`config.mk`:
```
export PLATFORM = sky130hd
export DESIGN_NAME = adp_port
export DESIGN_NICKNAME = d
export VERILOG_FILES = /design/src/verilog/adp_pkg.sv /design/src/verilog/adp_stage_if.sv /design/src/verilog/adp_pipe.sv /design/src/verilog/adp_port.sv
export VERILOG_INCLUDE_DIRS = /design/src /design/src/verilog
export SDC_FILE = /design/constraint.sdc
export NUM_CORES = 1
export LEC_CHECK = 0
export BUFFER_PORTS_ARGS = -buffer_cell sky130_fd_sc_hd__clkbuf_2
export CAP_MARGIN = 15
export CORE_UTILIZATION = 39
export CTS_CLUSTER_SIZE = 12
export DETAILED_ROUTE_END_ITERATION = 8
export PLACE_DENSITY_LB_ADDON = 0.3
export SETUP_SLACK_MARGIN = 0.02
export SYNTH_ARGS = -nofsm -noshare
export SYNTH_HDL_FRONTEND = slang
export SYNTH_SLANG_ARGS = --single-unit
export TNS_END_PERCENT = 100
```
`constraint.sdc`:
```
create_clock -name clk -period 2.1 [get_ports clk]
set_input_delay 0.315 -clock clk [delete_from_list [all_inputs] [get_ports clk]]
set_output_delay 0.315 -clock clk [all_outputs]
set_load 0.005 [all_outputs]
```
`src/verilog/adp_regs.svh`:
```
// Register offsets, field positions, reset values and timing counts of the output port.
// Included by the package and the design modules; holds definitions only.
`ifndef ADP_REGS_SVH
`define ADP_REGS_SVH

// Byte addresses on the register bus
`define ADP_CTRL_OFS        8'h00
`define ADP_STATUS_OFS      8'h04
`define ADP_IRQ_STATUS_OFS  8'h08
`define ADP_IRQ_CLEAR_OFS   8'h0C
`define ADP_IRQ_ENABLE_OFS  8'h10
`define ADP_OVR_COUNT_OFS   8'h14

// Control register fields
`define ADP_CTRL_FORCE_STANDBY 0

// Status register fields
`define ADP_STATUS_MODE_LSB    0
`define ADP_STATUS_REF_EXT     2
`define ADP_STATUS_STANDBY     3
`define ADP_STATUS_GAIN_HALF   4

// Interrupt fields, shared by status, clear and enable
`define ADP_IRQ_RANGE          0
`define ADP_IRQ_MODE_CHANGE    1
`define ADP_IRQ_MODE_UNUSED    2
`define ADP_IRQ_WIDTH          3

// Reset values
`define ADP_CTRL_RESET         32'h0000_0000
`define ADP_IRQ_ENABLE_RESET   3'h0

// Timing: sample clock period and pipeline latency in sample clocks
`define ADP_CLK_PERIOD_NS      50
`define ADP_LATENCY_CYCLES     5
`define ADP_CODE_WIDTH         12

`endif

```
`src/verilog/adp_pkg.sv`:
```
// Types shared by the output port modules.
// Assumes adp_regs.svh is on the include path.
`include "adp_regs.svh"
`default_nettype none

package adp_pkg;

  // Configuration pin codes, high pin first
  typedef enum logic [1:0]
  {
    adp_mode_down   = 2'b00,
    adp_mode_x1     = 2'b01,
    adp_mode_half   = 2'b10,
    adp_mode_unused = 2'b11
  } adp_mode_type;

  // Register bus handshake states
  typedef enum logic [0:0]
  {
    adp_bus_idle = 1'b0,
    adp_bus_resp = 1'b1
  } adp_bus_type;

endpackage : adp_pkg

`default_nettype wire

```
`src/verilog/adp_stage_if.sv`:
```
// Carrier between the port controller and its conversion pipeline.
// Assumes both ends run on the same sample clock.
`timescale 1ns/1ps
`default_nettype none

interface adp_stage_if #(parameter int CODE_W = 12);
  logic [CODE_W-1:0] in_code;
  logic              in_ovr;
  logic [CODE_W-1:0] out_code;
  logic              out_ovr;

  modport ctrl (output in_code, output in_ovr, input out_code, input out_ovr);
  modport pipe (input in_code, input in_ovr, output out_code, output out_ovr);
endinterface : adp_stage_if

`default_nettype wire

```
`src/verilog/adp_pipe.sv`:
```
// Conversion pipeline: carries each code and its range flag through DEPTH+1 stages.
// Assumes inputs are stable around the rising clock edge.
`timescale 1ns/1ps
`default_nettype none
`include "adp_regs.svh"

module adp_pipe
  import adp_pkg::*;
#(
  parameter int DEPTH  = `ADP_LATENCY_CYCLES,
  parameter int CODE_W = `ADP_CODE_WIDTH
)
(
  input  wire logic clk,
  input  wire logic rst,
  adp_stage_if.pipe st
);

  logic [CODE_W-1:0] code_q      [DEPTH+1];
  logic [CODE_W-1:0] next_code_q [DEPTH+1];
  logic              ovr_q       [DEPTH+1];
  logic              next_ovr_q  [DEPTH+1];

  ////////////////////////////////////////////////////////////////////////////
  // Stage 0 holds the sample of its own rising edge; DEPTH further edges
  // carry it out, so the code leaves after the fifth following edge.
  // The flag rides with its own code
  genvar g;
  generate
    for (g = 0; g <= DEPTH; g++)
    begin : g_stage
      if (g == 0)
      begin : g_first
        always_comb
        begin
          next_code_q[g] = st.in_code;
          next_ovr_q[g]  = st.in_ovr;
        end
      end
      else
      begin : g_next
        always_comb
        begin
          next_code_q[g] = code_q[g-1];
          next_ovr_q[g]  = ovr_q[g-1];
        end
      end

      always_ff @(posedge clk)
      begin
        if (rst)
        begin
          code_q[g] <= '0;
          ovr_q[g]  <= 1'b0;
        end
        else
        begin
          code_q[g] <= next_code_q[g];
          ovr_q[g]  <= next_ovr_q[g];
        end
      end
    end
  endgenerate

  assign st.out_code = code_q[DEPTH];
  assign st.out_ovr  = ovr_q[DEPTH];

endmodule : adp_pipe

`default_nettype wire

```
`src/verilog/adp_port.sv`:
```
// Digital side of the 12-bit pipelined converter: mode pins, reference select,
// pipeline, tristate output bus, range flag, AXI4-Lite status and interrupts.
// Assumes the converter core presents a code and range bits each rising edge.
//
// Design decisions made here: the address map and the AXI4-Lite interface to the registers.
`timescale 1ns/1ps
`default_nettype none
`include "adp_regs.svh"

module adp_port
  import adp_pkg::*;
#(
  parameter int CODE_W = `ADP_CODE_WIDTH,
  parameter int DEPTH  = `ADP_LATENCY_CYCLES
)
(
  input  wire logic              clk,
  input  wire logic              rst,
  input  wire logic              cfg_select_high,
  input  wire logic              cfg_select_low,
  input  wire logic              ref_source_select,
  input  wire logic              output_enable_n,
  input  wire logic [CODE_W-1:0] core_code,
  input  wire logic              core_above_upper,
  input  wire logic              core_below_lower,
  output var  logic [CODE_W-1:0] sample_code,
  output logic                   sample_code_oe,
  output var  logic              range_exceeded_pin,
  output var  logic              standby,
  output var  logic              gain_half,
  output var  logic              ref_external,
  output logic                   irq,
  input  wire logic [7:0]        s_axi_awaddr,
  input  wire logic              s_axi_awvalid,
  output logic                   s_axi_awready,
  input  wire logic [31:0]       s_axi_wdata,
  input  wire logic [3:0]        s_axi_wstrb,
  input  wire logic              s_axi_wvalid,
  output logic                   s_axi_wready,
  output var  logic [1:0]        s_axi_bresp,
  output var  logic              s_axi_bvalid,
  input  wire logic              s_axi_bready,
  input  wire logic [7:0]        s_axi_araddr,
  input  wire logic              s_axi_arvalid,
  output logic                   s_axi_arready,
  output var  logic [31:0]       s_axi_rdata,
  output var  logic [1:0]        s_axi_rresp,
  output var  logic              s_axi_rvalid,
  input  wire logic              s_axi_rready
);

  localparam logic [1:0] RESP_OKAY   = 2'b00;
  localparam logic [1:0] RESP_SLVERR = 2'b10;
  localparam logic [31:0] CTRL_RESET = `ADP_CTRL_RESET;

  adp_stage_if #(.CODE_W(CODE_W)) st ();

  adp_mode_type              mode, next_mode;
  logic                      next_standby, next_gain_half, next_ref_external;
  logic                      force_standby, next_force_standby;
  logic [`ADP_IRQ_WIDTH-1:0] irq_status, next_irq_status;
  logic [`ADP_IRQ_WIDTH-1:0] irq_enable, next_irq_enable;
  logic [15:0]               ovr_count, next_ovr_count;
  logic [CODE_W-1:0]         next_sample_code;
  logic                      next_range;
  logic [`ADP_IRQ_WIDTH-1:0] events;
  adp_bus_type               wst, next_wst, rst_st, next_rst_st;
  logic                      aw_got, next_aw_got, w_got, next_w_got;
  logic [7:0]                waddr, next_waddr;
  logic [31:0]               wdata, next_wdata;
  logic [3:0]                wstrb, next_wstrb;
  logic [1:0]                next_bresp, next_rresp;
  logic                      next_bvalid, next_rvalid;
  logic [31:0]               next_rdata;
  logic                      do_write, aw_now, w_now;
  logic [7:0]                wa;
  logic [31:0]               wd;
  logic [3:0]                ws;

  ////////////////////////////////////////////////////////////////////////////
  // Mode and reference pins; the undefined code idles like standby so the
  // pipeline never carries data of an unknown gain
  always_comb
  begin
    next_mode         = adp_mode_type'({cfg_select_high, cfg_select_low});
    next_standby      = (next_mode == adp_mode_down) || (next_mode == adp_mode_unused)
                        || force_standby;
    next_gain_half    = (next_mode == adp_mode_half);
    next_ref_external = ref_source_select;
  end

  always_ff @(posedge clk)
  begin
    if (rst)
    begin
      mode         <= adp_mode_down;
      standby      <= 1'b1;
      gain_half    <= 1'b0;
      ref_external <= 1'b0;
    end
    else
    begin
      mode         <= next_mode;
      standby      <= next_standby;
      gain_half    <= next_gain_half;
      ref_external <= next_ref_external;
    end
  end

  ////////////////////////////////////////////////////////////////////////////
  // Core samples enter the pipeline at the rising edge; standby feeds zeros
  assign st.in_code = standby ? '0 : core_code;
  assign st.in_ovr  = !standby && (core_above_upper || core_below_lower);

  adp_pipe #(.DEPTH(DEPTH), .CODE_W(CODE_W)) u_pipe
  (
    .clk (clk),
    .rst (rst),
    .st  (st.pipe)
  );

  ////////////////////////////////////////////////////////////////////////////
  // Output register on the falling edge so capture logic can latch at the
  // rising edge with half a period of margin
  always_comb
  begin
    next_sample_code = st.out_code;
    next_range       = st.out_ovr;
  end

  always_ff @(negedge clk)
  begin
    if (rst)
    begin
      sample_code        <= '0;
      range_exceeded_pin <= 1'b0;
    end
    else
    begin
      sample_code        <= next_sample_code;
      range_exceeded_pin <= next_range;
    end
  end

  // Enable pin is not clocked: it may change at any time
  assign sample_code_oe = !output_enable_n;

  ////////////////////////////////////////////////////////////////////////////
  // Events, sticky status and range counter; a set wins over a clear
  assign events[`ADP_IRQ_RANGE]       = st.out_ovr;
  assign events[`ADP_IRQ_MODE_CHANGE] = (next_mode != mode);
  assign events[`ADP_IRQ_MODE_UNUSED] = (next_mode == adp_mode_unused) && (mode != adp_mode_unused);

  always_comb
  begin
    next_irq_status = irq_status;
    next_ovr_count  = ovr_count;
    if (do_write && (wa == `ADP_IRQ_CLEAR_OFS) && ws[0])
      next_irq_status = irq_status & ~wd[`ADP_IRQ_WIDTH-1:0];
    next_irq_status = next_irq_status | events;
    if (st.out_ovr && (ovr_count != 16'hFFFF))
      next_ovr_count = ovr_count + 16'h0001;
  end

  always_ff @(posedge clk)
  begin
    if (rst)
    begin
      irq_status <= '0;
      ovr_count  <= 16'h0000;
    end
    else
    begin
      irq_status <= next_irq_status;
      ovr_count  <= next_ovr_count;
    end
  end

  assign irq = |(irq_status & irq_enable);

  ////////////////////////////////////////////////////////////////////////////
  // Write channel: address and data taken in either order, one response
  assign s_axi_awready = (wst == adp_bus_idle) && !aw_got;
  assign s_axi_wready  = (wst == adp_bus_idle) && !w_got;
  assign aw_now        = s_axi_awvalid && s_axi_awready;
  assign w_now         = s_axi_wvalid && s_axi_wready;
  assign wa            = aw_got ? waddr : s_axi_awaddr;
  assign wd            = w_got ? wdata : s_axi_wdata;
  assign ws            = w_got ? wstrb : s_axi_wstrb;
  assign do_write      = (wst == adp_bus_idle) && (aw_got || aw_now) && (w_got || w_now);

  always_comb
  begin
    next_wst           = wst;
    next_aw_got        = aw_got;
    next_w_got         = w_got;
    next_waddr         = aw_now ? s_axi_awaddr : waddr;
    next_wdata         = w_now ? s_axi_wdata : wdata;
    next_wstrb         = w_now ? s_axi_wstrb : wstrb;
    next_bvalid        = s_axi_bvalid;
    next_bresp         = s_axi_bresp;
    next_force_standby = force_standby;
    next_irq_enable    = irq_enable;
    unique case (wst)
      adp_bus_idle:
      begin
        next_aw_got = aw_got || aw_now;
        next_w_got  = w_got || w_now;
        if (do_write)
        begin
          next_wst    = adp_bus_resp;
          next_aw_got = 1'b0;
          next_w_got  = 1'b0;
          next_bvalid = 1'b1;
          next_bresp  = RESP_OKAY;
          // Read-only registers accept and ignore writes; holes answer with an error
          if (wa == `ADP_CTRL_OFS)
          begin
            if (ws[0])
              next_force_standby = wd[`ADP_CTRL_FORCE_STANDBY];
          end
          else if (wa == `ADP_IRQ_ENABLE_OFS)
          begin
            if (ws[0])
              next_irq_enable = wd[`ADP_IRQ_WIDTH-1:0];
          end
          else if ((wa != `ADP_STATUS_OFS) && (wa != `ADP_IRQ_STATUS_OFS)
                   && (wa != `ADP_IRQ_CLEAR_OFS) && (wa != `ADP_OVR_COUNT_OFS))
            next_bresp = RESP_SLVERR;
        end
      end
      adp_bus_resp:
      begin
        if (s_axi_bready)
        begin
          next_bvalid = 1'b0;
          next_wst    = adp_bus_idle;
        end
      end
    endcase
  end

  always_ff @(posedge clk)
  begin
    if (rst)
    begin
      wst           <= adp_bus_idle;
      aw_got        <= 1'b0;
      w_got         <= 1'b0;
      waddr         <= 8'h00;
      wdata         <= 32'h0000_0000;
      wstrb         <= 4'h0;
      s_axi_bvalid  <= 1'b0;
      s_axi_bresp   <= 2'h0;
      force_standby <= CTRL_RESET[`ADP_CTRL_FORCE_STANDBY];
      irq_enable    <= `ADP_IRQ_ENABLE_RESET;
    end
    else
    begin
      wst           <= next_wst;
      aw_got        <= next_aw_got;
      w_got         <= next_w_got;
      waddr         <= next_waddr;
      wdata         <= next_wdata;
      wstrb         <= next_wstrb;
      s_axi_bvalid  <= next_bvalid;
      s_axi_bresp   <= next_bresp;
      force_standby <= next_force_standby;
      irq_enable    <= next_irq_enable;
    end
  end

  ////////////////////////////////////////////////////////////////////////////
  // Read channel: data one cycle after the address is taken
  assign s_axi_arready = (rst_st == adp_bus_idle);

  always_comb
  begin
    next_rst_st = rst_st;
    next_rvalid = s_axi_rvalid;
    next_rdata  = s_axi_rdata;
    next_rresp  = s_axi_rresp;
    unique case (rst_st)
      adp_bus_idle:
      begin
        if (s_axi_arvalid)
        begin
          next_rst_st = adp_bus_resp;
          next_rvalid = 1'b1;
          next_rresp  = RESP_OKAY;
          next_rdata  = 32'h0000_0000;
          unique case (s_axi_araddr)
            `ADP_CTRL_OFS:       next_rdata[`ADP_CTRL_FORCE_STANDBY] = force_standby;
            `ADP_STATUS_OFS:
            begin
              next_rdata[`ADP_STATUS_MODE_LSB +: 2] = mode;
              next_rdata[`ADP_STATUS_REF_EXT]       = ref_external;
              next_rdata[`ADP_STATUS_STANDBY]       = standby;
              next_rdata[`ADP_STATUS_GAIN_HALF]     = gain_half;
            end
            `ADP_IRQ_STATUS_OFS: next_rdata[`ADP_IRQ_WIDTH-1:0] = irq_status;
            `ADP_IRQ_CLEAR_OFS:  next_rdata = 32'h0000_0000;
            `ADP_IRQ_ENABLE_OFS: next_rdata[`ADP_IRQ_WIDTH-1:0] = irq_enable;
            `ADP_OVR_COUNT_OFS:  next_rdata[15:0] = ovr_count;
            default:             next_rresp = RESP_SLVERR;
          endcase
        end
      end
      adp_bus_resp:
      begin
        if (s_axi_rready)
        begin
          next_rvalid = 1'b0;
          next_rst_st = adp_bus_idle;
        end
      end
    endcase
  end

  always_ff @(posedge clk)
  begin
    if (rst)
    begin
      rst_st       <= adp_bus_idle;
      s_axi_rvalid <= 1'b0;
      s_axi_rdata  <= 32'h0000_0000;
      s_axi_rresp  <= 2'h0;
    end
    else
    begin
      rst_st       <= next_rst_st;
      s_axi_rvalid <= next_rvalid;
      s_axi_rdata  <= next_rdata;
      s_axi_rresp  <= next_rresp;
    end
  end

  ////////////////////////////////////////////////////////////////////////////
  // Checks: run length of active cycles lets latency checks skip warm-up
  logic [2:0] active_run;
  always_ff @(posedge clk)
  begin
    if (rst || standby)
      active_run <= 3'h0;
    else if (active_run != 3'h7)
      active_run <= active_run + 3'h1;
  end
endmodule : adp_port

`default_nettype wire

```
==> results of run 1 <==
## sequential cells by signal, summed over array words and instances, names as in the netlist, 2 cells and up
| signal | count |
|---|---|
| irq_enable | 3 |
| wdata | 3 |
| ovr_count | 16 |
| u_pipe.code_q | 72 |
| mode | 2 |
| sample_code | 12 |
| waddr | 8 |
| u_pipe.ovr_q | 6 |
| irq_status | 3 |
| s_axi_rdata | 16 |
## area by class of cell
type | instances | area share
Sequential cell | 155 | 0.462
Multi-Input combinational cell | 346 | 0.321
Timing Repair Buffer | 103 | 0.0836
Clock buffer | 22 | 0.0754
Tap cell | 180 | 0.0334
Clock inverter | 23 | 0.0178
Inverter | 12 | 0.00669
## how the worst max path moves through the flow
stage | end | slack, ps | depth (start not counted)
final | range_exceeded_pin | -130 | 1
after detailed placement | irq_enable[1] | 200 | 5
after global placement | irq_enable[1] | 210 | 4
after floorplan | sample_code[0] | 30 | 3
after CTS | range_exceeded_pin | -150 | 1
after global routing | range_exceeded_pin | -190 | 1
## routing by layer
| metal | vias up | wire (µm) | global-route usage |
|---|---|---|---|
| li1 | 2031 | - | - |
| met2 | 119 | 4520 | 0.215 |
| met5 | - | 0 | 0 |
| met1 | 1786 | 4830 | 0.188 |
| met4 | 0 | 221 | 0.0833 |
| met3 | 13 | 753 | 0.0500 |
## cell families (layout without fill, tap and decap cells)
logic type / after synthesis / in the layout
DFF: 155 / 155
other: 1 / 18
muxes: 25 / 25
xor gates and xnor gates: 2 / 2
buffers and inverters: 60 / 160
AOI/OAI and AO/OA: 81 / 81
adders and majority gates: 3 / 3
and+or+nand+nor: 217 / 217
## stage by stage
stage / std cells / TNS, ps
3_5_place_dp: 795 / 0
3_3_place_gp: 795 / 0
6_report: 841 / -1420
5_1_grt: 841 / -1910
4_1_cts: 839 / -1670
2_1_floorplan: 561 / 0
## cells in the mapped netlist (2+ instances only)
| cell | number |
|---|---|
| mux2i_1 | 20 |
| o41ai_1 | 3 |
| dfxtp_1 | 155 |
| buf_1 | 3 |
| or2_2 | 2 |
| o31ai_1 | 5 |
| buf_2 | 6 |
| nor3_1 | 7 |
| xnor2_1 | 2 |
| and2_1 | 12 |
| nand2_1 | 11 |
| inv_1 | 13 |
| a31oi_1 | 2 |
| nor4b_1 | 2 |
| buf_4 | 18 |
| a32oi_1 | 2 |
| nand2b_1 | 3 |
| nor2b_1 | 88 |
| nor3b_1 | 6 |
| mux2_2 | 5 |
| or3_1 | 6 |
| o21ai_0 | 15 |
| nand3b_1 | 3 |
| a311oi_1 | 2 |
| ha_1 | 3 |
| nand3_1 | 7 |
| o22ai_1 | 2 |
| a21oi_1 | 20 |
| nand4_1 | 4 |
| o32a_1 | 2 |
| nor2_1 | 46 |
| o311ai_0 | 2 |
| or4_1 | 7 |
| a22oi_1 | 16 |
| clkbuf_1 | 19 |
| nor4_1 | 6 |
## power breakdown
group          switching, W  internal (W)  total, W
Sequential        0.0000332       0.00300   0.00304
Combinational      0.000181      0.000144  0.000325
Clock               0.00125       0.00177   0.00301
Total               0.00146       0.00491   0.00637
## placed cells by master, fill, tap and decap left out, types with 5 or more instances in the layout
| cell type | netlist | layout |
|---|---|---|
| a21oi_1 | 20 | 20 |
| a22oi_1 | 16 | 16 |
| and2_1 | 12 | 12 |
| buf_2 | 6 | 5 |
| buf_4 | 18 | 19 |
| clkbuf_16 | 0 | 20 |
| clkbuf_2 | 1 | 79 |
| conb_1 | 1 | 18 |
| dfxtp_1 | 155 | 149 |
| dfxtp_2 | 0 | 6 |
| inv_1 | 13 | 25 |
| mux2_2 | 5 | 5 |
| mux2i_1 | 20 | 20 |
| nand2_1 | 11 | 11 |
| nand3_1 | 7 | 7 |
| nor2_1 | 46 | 46 |
| nor2b_1 | 88 | 88 |
| nor3_1 | 7 | 7 |
| nor3b_1 | 6 | 6 |
| nor4_1 | 6 | 6 |
| o21ai_0 | 15 | 15 |
| o31ai_1 | 5 | 5 |
| or3_1 | 6 | 6 |
| or4_1 | 7 | 7 |
## repair_timing
item,CTS,global route
buffers inserted,0,2
hold buffers,0,0
hold endpoints to repair,0,0
resized for setup,2,9
setup endpoints to repair,13,14
==> out/metrics.sh, run 1 <==
YS_ASYNC_SR_FRACTION=0
RUN_STATUS='finished, violations left'
DESIGN.CORE.AREA_UM2=13800
REG2REG_SETUP_SLACK_PS=140
ANTENNA-DIODE-COUNT=0
DETAILED_PLACE_HPWL_UM=7290
DR_TOTAL_VIAS=3949
NUM-FILL-CELLS=1281
NETLIST.AREA_LEADER.SHARE=0.564
CRIT_PATH_BUF_INV_COUNT=1
MULTI_INPUT_COMB_AREA_UM2=2170
GRT_USAGE=0.147
FINISH.INSTANCE_AREA_UM2=6740
WORST_EP_REQUIRED_TIME_PS=1780
CLKSINKCOUNT=155
ANT_NETS=0
DRT_ITER0_MARKERS=235
SYNTH_AREA_IN_ADDERS=0.00682
FLOORPLAN.INITIALDENSITY=0.398
IOPINCOUNT=136
FP.DIEH_UM=121
CRIT_PATH_CELL_TRACE='clkbuf_2'
NETLIST_TOP_CELLS_AREA='dfxtp_1, nor2b_1, mux2i_1'
CRIT_TYPE='flop to output pin'
MAX_SLEW_MARGIN=0.571
FINISH.NET_COUNT=728
POST_SYNTHESIS_COMPOUND_GATE_AREA_FRACTION=0.0988
POWER.IR.VDD_WORST_V=0.000585
CLOCK_SKEW_PS=35.5
WORST-PATH-MAX-FANOUT=1
PRE_CTS_SETUP_SLACK_PS=204
CTSHTREEMAXLEVEL=4
CTS-BUFFERS-INSERTED=17
SYN_AREA_PER_CELL_UM2=10.1
FINAL-SEQ-AREA_UM2=3110
POST_SYNTH_INST_COUNT=544
POST-ROUTE-UTIL=0.487
CLOCK_TREE_FROM_TRITONCTS='built'
MAX-CAP-VIOLATIONS=0
MIN-DELAY-PATH-CLASS='input pin to flop'
REG2REG_TO='irq_enable[1]'
SEQ_AREA_FRAC_SYNTH=0.564
SYNTH-SIMPLE-AREA-SHARE=0.226
DRT-PASS1-ITER-COUNT=5
ROUTE.DETAILED.WL_PER_INST_UM=12.3
FIRST_PASS_GRT_WIRE_LENGTH_UM=16500
ANTENNA_FOUND_INITIAL=0
FINAL_WTD_CONGESTION=0.803
SYNTH.AREA.MUX_SHARE=0.0466
DESIGN.DIE.AREA_UM2=14600
AREA_DELTA_SYNTH_FINAL_PCT=22.4
SYNTH_SEQ_CELLS=155
HOLD_PATH_STARTPOINT='core_above_upper'
VIASPERCELL=4.70
LARGEST_FAMILY_OF_LOGIC_CELLS_BY_SYNTHESIZED_AREA='simple AND/OR/NAND/NOR gates'
PLACED_CELL_AREA_UM2=6090
CRITPATHARRIVALTIME_PS=1920
POST_SYNTH_XOR_AREA_FRACTION=0.00318
WHS_PS=84.2
REPORT.FINAL.HOLD_VIOL_COUNT=0
GRT_MAX_DEGREE=48
CLK_PATH_BUF_DEPTH=2
TIMING.RR.START='aw_got'
POWER.LEAKAGE_nW=2.81
DRIVE_GT1_FRAC=0.227
DRT-TOTAL-WL_UM=10300
FF2FF_PATH_DEPTH=4
CORE.ROWCOUNT=43
FINALSETUPVIOLCOUNT=13
PLACEMENT.IO_BUFFERS=85
WORST_SETUP_PATH_START_KIND='flop'
MIN_PATH_CELLS=2
FINAL_NUMBER_OF_MAX_TRANSITION_VIOLATIONS=0
WORST_SETUP_PATH_STARTPOINT='range_exceeded_pin'
POST_SYNTH_INSTANCE_AREA_UM2=5510
PATH_DELAY_FAMILY='flip-flops'
GRT_OVERFLOW=0
INSERTION_DELAY_PS=450
CP_SLOWEST_CELL='dfxtp_2'
GRT_SETUP_UNREPAIRED='yes'
FLOORPLAN.DIE.WIDTH_UM=121
CTS_ROOT_BUFFER='clkbuf_16'
FAILING_CHECKS='setup timing'
MIN_TO='u_pipe.ovr_q[0][0]'
WORSTMARGINPINSLEW_PS=637
TIMING.FINAL.WS_SETUP_PS=-132
CLK_PIN_SLEW_WORST_PATHS_PS=60
CRIT_PATH_MAX_INCR_DELAY_PS=320
SYNTH_EDF_COUNT=0
SYNTH.LIB_CELLS_USED.DISTINCT=55
DRC_ERRORS=0
SYNTH_FLOP_CELL='dfxtp_1'
POST-LAYOUT-TOTAL-POWER_W=0.00637
VIA_COUNT_OF_THE_FIRST_GLOBAL_ROUTING_PASS=3468
POWER-PER-CELL-AREA_nW_PER_UM2=946
CRITICAL_PATH.ENDPOINT_TYPE='output pin'
POST-SYNTH-TOP-AREA-CELL='dfxtp_1'
SYNTH-WARNING-COUNT=0
Note: power is estimated with default switching activity, not from simulation.
==> inputs of run 2 (changes only) <==
--- a/config.mk
+++ b/config.mk
@@ -16,4 +16,4 @@
 export SYNTH_ARGS = -nofsm -noshare
 export SYNTH_HDL_FRONTEND = slang
 export SYNTH_SLANG_ARGS = --single-unit
-export TNS_END_PERCENT = 100
+export TNS_END_PERCENT = 50
==> run 2 against run 1 <==
The flow still finishes with violations (setup timing). Power is essentially flat. Clock skew is essentially flat. Final cell count shrank 0.24%. Worst setup slack gained 5.6 ps. Critical path type unchanged. Sequential power is essentially flat. Cell area shrank 0.17%.
==> out/metrics.sh, run 2 (synthesis gave the netlist of run 1 again) <==
CRIT_PATH_MAX_INCR_DELAY_PS=320  # about the same
CLOCK_SKEW_PS=35.6  # was 35.5 ps
GRT_SETUP_UNREPAIRED='yes'  # unchanged
GRT_USAGE=0.147  # unchanged
POWER.IR.VDD_WORST_V=0.000584  # was 0.000585 V
GRT_MAX_DEGREE=48  # unchanged
FIRST_PASS_GRT_WIRE_LENGTH_UM=16500  # unchanged
REGISTERS.TOP_BY_FF_COUNT='u_pipe.code_q'  # unchanged
MAX-CAP-VIOLATIONS=0  # unchanged
DESIGN.CORE.AREA_UM2=13800  # unchanged
CLOCK_TREE_FROM_TRITONCTS='built'  # unchanged
POST-LAYOUT-TOTAL-POWER_W=0.00638  # was 0.00637 W
FINISH.NET_COUNT=726  # was 728
ANTENNA-DIODE-COUNT=0  # unchanged
FINAL_NUMBER_OF_MAX_TRANSITION_VIOLATIONS=0  # unchanged
FP.DIEH_UM=121  # unchanged
FINALNONFILLERCELLS=839  # was 841
DRT-TOTAL-WL_UM=10300  # about the same
FLOORPLAN.INITIALDENSITY=0.398  # unchanged
WORST_SETUP_PATH_START_KIND='flop'  # unchanged
FAILING_CHECKS='setup timing'  # unchanged
IOPINCOUNT=136  # unchanged
CTS-BUFFERS-INSERTED=17  # unchanged
CP_SLOWEST_CELL='dfxtp_2'  # unchanged
ROUTE.DETAILED.WL_PER_INST_UM=12.3  # about the same
RUN_STATUS='finished, violations left'  # unchanged
ANT_NETS=0  # unchanged
DR_TOTAL_VIAS=3940  # was 3,949
CLK_PIN_SLEW_WORST_PATHS_PS=60  # about the same
POWER.LEAKAGE_nW=2.80  # was 2.81 nW
GRT_OVERFLOW=0  # unchanged
TIMING.FINAL.WS_SETUP_PS=-126  # was -132 ps
AREA_DELTA_SYNTH_FINAL_PCT=22.2  # was 22.4%
DRIVE_GT1_FRAC=0.226  # was 0.227
VIASPERCELL=4.70  # about the same
FLOORPLAN.DIE.WIDTH_UM=121  # unchanged
WORST_EP_REQUIRED_TIME_PS=1780  # about the same
MAX_SLEW_MARGIN=0.574  # was 0.571
WORSTMARGINPINSLEW_PS=633  # was 637 ps
FINAL_WTD_CONGESTION=0.803  # unchanged
DESIGN.DIE.AREA_UM2=14600  # unchanged
WORST-PATH-MAX-FANOUT=1  # unchanged
PLACE_INST=795  # unchanged
MOSTFREQUENTLAYOUTCELL='dfxtp_1'  # unchanged
CTS_HOLD_BUFFERS=0  # unchanged
CLK_PATH_BUF_DEPTH=2  # unchanged
CRIT_PATH_CELL_TRACE='clkbuf_2'  # unchanged
LARGEST_REGISTER_FF_COUNT=72  # unchanged
REPORT.FINAL.HOLD_VIOL_COUNT=0  # unchanged
CRITICAL_PATH.ENDPOINT_TYPE='output pin'  # unchanged
TOP_REGS='u_pipe.code_q: 72 flops, ovr_count: 16 flops, s_axi_rdata: 16 flops'  # unchanged
VIA_COUNT_OF_THE_FIRST_GLOBAL_ROUTING_PASS=3468  # unchanged
DRT_ITER0_MARKERS=259  # was 235
CRIT_TYPE='flop to output pin'  # unchanged
MIN-DELAY-PATH-CLASS='input pin to flop'  # unchanged
CLKSINKCOUNT=155  # unchanged
DRC_ERRORS=0  # unchanged
CTS_SETUP_BUFFERS=0  # unchanged
FINALSETUPVIOLCOUNT=13  # unchanged
CTSHTREEMAXLEVEL=4  # unchanged
PLACEMENT.IO_BUFFERS=85  # unchanged
PATH_DELAY_FAMILY='flip-flops'  # unchanged
CRIT_PATH_BUF_INV_COUNT=1  # unchanged
FINISH.INSTANCE_AREA_UM2=6730  # was 6740 µm²
DRT-PASS1-ITER-COUNT=4  # was 5
ANTENNA_FOUND_INITIAL=0  # unchanged
CTS_ROOT_BUFFER='clkbuf_16'  # unchanged
PLACED_CELL_AREA_UM2=6090  # unchanged
CORE.ROWCOUNT=43  # unchanged
DETAILED_PLACE_HPWL_UM=7290  # unchanged
CRITPATHARRIVALTIME_PS=1910  # was 1920 ps
LAYOUT_COMMON_CELLS='dfxtp_1, nor2b_1, clkbuf_2, nor2_1, inv_1'  # unchanged
POWER-PER-CELL-AREA_nW_PER_UM2=948  # was 946 nW/µm²
INSERTION_DELAY_PS=450  # about the same
[run 2: final timing paths]
path                                          start                   to  slack (ps)  depth (start not counted)
worst max-delay path             range_exceeded_pin   range_exceeded_pin        -130                          1
worst max register to register               aw_got        irq_enable[1]         140                          4
worst min register to register  u_pipe.code_q[1][0]  u_pipe.code_q[2][0]         430                          1
worst min-delay path               core_above_upper   u_pipe.ovr_q[0][0]          80                          2
[run 2: final cells by class]
type | instances | area (µm²)
clock buffer | 22 | 508
fill | 1279 | 7100
inverter | 12 | 45.0
multi-input combinational | 346 | 2170
sequential | 155 | 3110
clock inverter | 23 | 120
tap | 180 | 225
timing repair buffer | 101 | 548
[run 2: metrics by stage]
stage	setup slack (ps)	hold WS [ps]	utilization	setup TNS (ps)
after floorplan	27.0	414	-	0
after global placement	207	420	0.441	0
after detailed placement	204	420	0.441	0
after CTS	-149	66.3	0.486	-1670
after global routing	-187	81.8	0.486	-1910
final	-126	84.2	0.486	-1410
[run 2: routing by layer]
layer	global-route usage	vias to the layer above	part of all wire
met2	0.215	123	0.44
li1	-	2033	-
met5	0	-	0
met1	0.188	1771	0.46
met4	0.0833	0	0.022
met3	0.0500	13	0.076
[run 2: power by group]
group          switching, W  internal (W)
sequential        0.0000334       0.00300
combinational      0.000181      0.000144
clock               0.00125       0.00177
total               0.00146       0.00491
[run 2: repair_timing]
| item | 4_1_cts | 5_1_grt |
|---|---|---|
| gates cloned | 0 | 0 |
| hold endpoints to repair | 0 | 0 |
| gates resized for setup | 2 | 10 |
| setup endpoints to repair | 13 | 14 |
| pin swaps | 0 | 1 |
==> inputs of run 3 (changes only) <==
--- a/config.mk
+++ b/config.mk
@@ -8,6 +8,7 @@
 export LEC_CHECK = 0
 export BUFFER_PORTS_ARGS = -buffer_cell sky130_fd_sc_hd__clkbuf_2
 export CAP_MARGIN = 15
+export CORE_MARGIN = 2
 export CORE_UTILIZATION = 39
 export CTS_CLUSTER_SIZE = 12
 export DETAILED_ROUTE_END_ITERATION = 8
==> run 3 against run 2 <==
The run still ends with setup timing left. Power decreased by 0.42%. Routed wire length rose by 0.17%. Non-clock buffer count up 2. Critical path depth is the same. Global-route usage down 0.44 points. Clock-buffer cell count decreased by 2. Via count shrank 0.74%. Sequential power barely moved. Sequential share of layout area down 0.15 points. Worst setup slack lost 5.2 ps. Final cell count grew 0.24%.
==> out/metrics.sh, run 3 (synthesis gave the netlist of run 1 again) <==
MAX-CAP-VIOLATIONS=0  # unchanged
WORSTMARGINPINSLEW_PS=691  # was 633 ps
TOP_REGS='u_pipe.code_q: 72 flops, ovr_count: 16 flops, s_axi_rdata: 16 flops'  # unchanged
GRT_SETUP_UNREPAIRED='yes'  # unchanged
LAYOUT_COMMON_CELLS='dfxtp_1, nor2b_1, clkbuf_2, nor2_1, inv_1'  # unchanged
WORST_SETUP_PATH_START_KIND='flop'  # unchanged
FINALNONFILLERCELLS=841  # was 839
PATH_DELAY_FAMILY='flip-flops'  # unchanged
CRIT_PATH_CELL_TRACE='buf_6'  # was clkbuf_2
FIRST_PASS_GRT_WIRE_LENGTH_UM=16700  # was 16,500 µm
CLOCK_SKEW_PS=33.6  # was 35.6 ps
LARGEST_REGISTER_FF_COUNT=72  # unchanged
DR_TOTAL_VIAS=3911  # was 3,940
REGISTERS.TOP_BY_FF_COUNT='u_pipe.code_q'  # unchanged
FINALSETUPVIOLCOUNT=13  # unchanged
CRITPATHARRIVALTIME_PS=1920  # was 1910 ps
MIN-DELAY-PATH-CLASS='input pin to flop'  # unchanged
WORST_SETUP_PATH_STARTPOINT='sample_code[11]'  # was range_exceeded_pin
CLOCK_TREE_FROM_TRITONCTS='built'  # unchanged
DRT_ITER0_MARKERS=236  # was 259
WORST_EP_REQUIRED_TIME_PS=1780  # about the same
VIA_COUNT_OF_THE_FIRST_GLOBAL_ROUTING_PASS=3530  # was 3,468
DRT-TOTAL-WL_UM=10300  # about the same
USE_MET2=0.208  # was 0.215
CTS_SETUP_BUFFERS=0  # unchanged
CP_SLOWEST_CELL='dfxtp_2'  # unchanged
FINISH.INSTANCE_AREA_UM2=6760  # was 6730 µm²
FP.DIEH_UM=123  # was 121 µm
FLOORPLAN.INITIALDENSITY=0.398  # unchanged
GRT_USAGE=0.143  # was 0.147
MOST_HEAVILY_USED_METAL_LAYER_IN_GLOBAL_ROUTING='met2'  # unchanged
ANTENNA_FOUND_INITIAL=0  # unchanged
CTSHTREEMAXLEVEL=4  # unchanged
FLOORPLAN.DIE.WIDTH_UM=123  # was 121 µm
CTS-BUFFERS-INSERTED=17  # unchanged
MAX_SLEW_MARGIN=0.535  # was 0.574
POWER.IR.VDD_WORST_V=0.000525  # was 0.000584 V
CRIT_TYPE='flop to output pin'  # unchanged
POWER.LEAKAGE_nW=2.82  # was 2.80 nW
DETAILED_PLACE_HPWL_UM=7440  # was 7290 µm
HOLD_PATH_STARTPOINT='core_code[9]'  # was core_above_upper
AREA_DELTA_SYNTH_FINAL_PCT=22.7  # was 22.2%
VIASPERCELL=4.65  # was 4.70
POWER-PER-CELL-AREA_nW_PER_UM2=939  # was 948 nW/µm²
CTS_ROOT_BUFFER='clkbuf_16'  # unchanged
CLK_PATH_BUF_DEPTH=2  # unchanged
RUN_STATUS='finished, violations left'  # unchanged
DRC_ERRORS=0  # unchanged
FAILING_CHECKS='setup timing'  # unchanged
REPORT.FINAL.HOLD_VIOL_COUNT=0  # unchanged
MOSTFREQUENTLAYOUTCELL='dfxtp_1'  # unchanged
DESIGN.DIE.AREA_UM2=15100  # was 14,600 µm²
DRT-PASS1-ITER-COUNT=5  # was 4
GRT_MAX_DEGREE=45  # was 48
WHS_PS=98.1  # was 84.2 ps
CORE.ROWCOUNT=43  # unchanged
CRITICAL_PATH.ENDPOINT_TYPE='output pin'  # unchanged
CLK_PIN_SLEW_WORST_PATHS_PS=60  # about the same
GRT_UTIL_MET3=0.0558  # was 0.0500
FINAL_NUMBER_OF_MAX_TRANSITION_VIOLATIONS=0  # unchanged
DESIGN.CORE.AREA_UM2=13800  # unchanged
WORST-PATH-MAX-FANOUT=1  # unchanged
PLACEMENT.IO_BUFFERS=85  # unchanged
CTS_HOLD_BUFFERS=0  # unchanged
IOPINCOUNT=136  # unchanged
GRT_USE_MET1=0.187  # was 0.188
GRT_OVERFLOW=0  # unchanged
INSERTION_DELAY_PS=450  # about the same
CLKSINKCOUNT=155  # unchanged
FINISH.NET_COUNT=728  # was 726
CRIT_PATH_BUF_INV_COUNT=1  # unchanged
DRIVE_GT1_FRAC=0.234  # was 0.226
TIMING.FINAL.WS_SETUP_PS=-131  # was -126 ps
CRIT_PATH_MAX_INCR_DELAY_PS=310  # was 320 ps
TIMING.RR.START='aw_got'  # unchanged
ANT_NETS=0  # unchanged
PLACE_INST=797  # was 795
PLACED_CELL_AREA_UM2=6110  # was 6090 µm²
ANTENNA-DIODE-COUNT=0  # unchanged
FINAL_WTD_CONGESTION=0.848  # was 0.803
ROUTE.DETAILED.WL_PER_INST_UM=12.3  # about the same
[run 3: cell type report]
| cell class | instances | area, µm² |
|---|---|---|
| well taps | 180 | 225 |
| clock buffers | 20 | 479 |
| repair buffers | 103 | 576 |
| clock inverters | 25 | 144 |
| multi-input cells | 346 | 2170 |
| fillers | 1286 | 7070 |
| inverters | 12 | 45.0 |
| flip-flops and latches | 155 | 3120 |
[run 3: repair_timing]
action | in CTS | in global routing
endpoints found under the setup margin | 13 | 15
hold endpoints to repair | 0 | 0
cloned | 0 | 0
pin swaps | 0 | 0
resized for setup | 7 | 9
[run 3: per-layer routing]
layer  part of all wire  routed length (µm)
met5                  0                   0
met4             0.0063                  65
met3              0.063                 647
met2               0.44                4570
met1               0.49                5050
[run 3: power by group]
group | leakage [nW] | switching (W) | internal [W]
registers | 1.26 | 0.0000328 | 0.00300
logic | 1.19 | 0.000180 | 0.000144
clock network | 0.365 | 0.00124 | 0.00175
total | 2.82 | 0.00145 | 0.00490
[run 3: worst register-to-register path: stages, from the launching register on]
cell and delay, ps:
dfxtp_1 490, nor4b_1 290, o22ai_1 260, nor4_4 400, mux2_2 370
[run 3: worst paths after layout]
path	to	slack (ps)	depth (start not counted)
setup / recovery	sample_code[11]	-130	1
hold / removal	u_pipe.code_q[0][9]	100	2
setup reg to reg	irq_enable[2]	170	4
hold reg to reg	u_pipe.ovr_q[2][1]	430	1
[run 3: per-stage QoR]
step / total power [W] / utilization / TNS, ps / worst slack [ps]
global route: 0.00665 / 0.489 / -2010 / -177
detailed placement: 0.00346 / 0.442 / 0 / 127
global placement: 0.00345 / 0.442 / 0 / 159
finish: 0.00635 / 0.489 / -1370 / -131
floorplan: 0.00336 / - / 0 / 27.0
CTS: 0.00644 / 0.487 / -1670 / -153
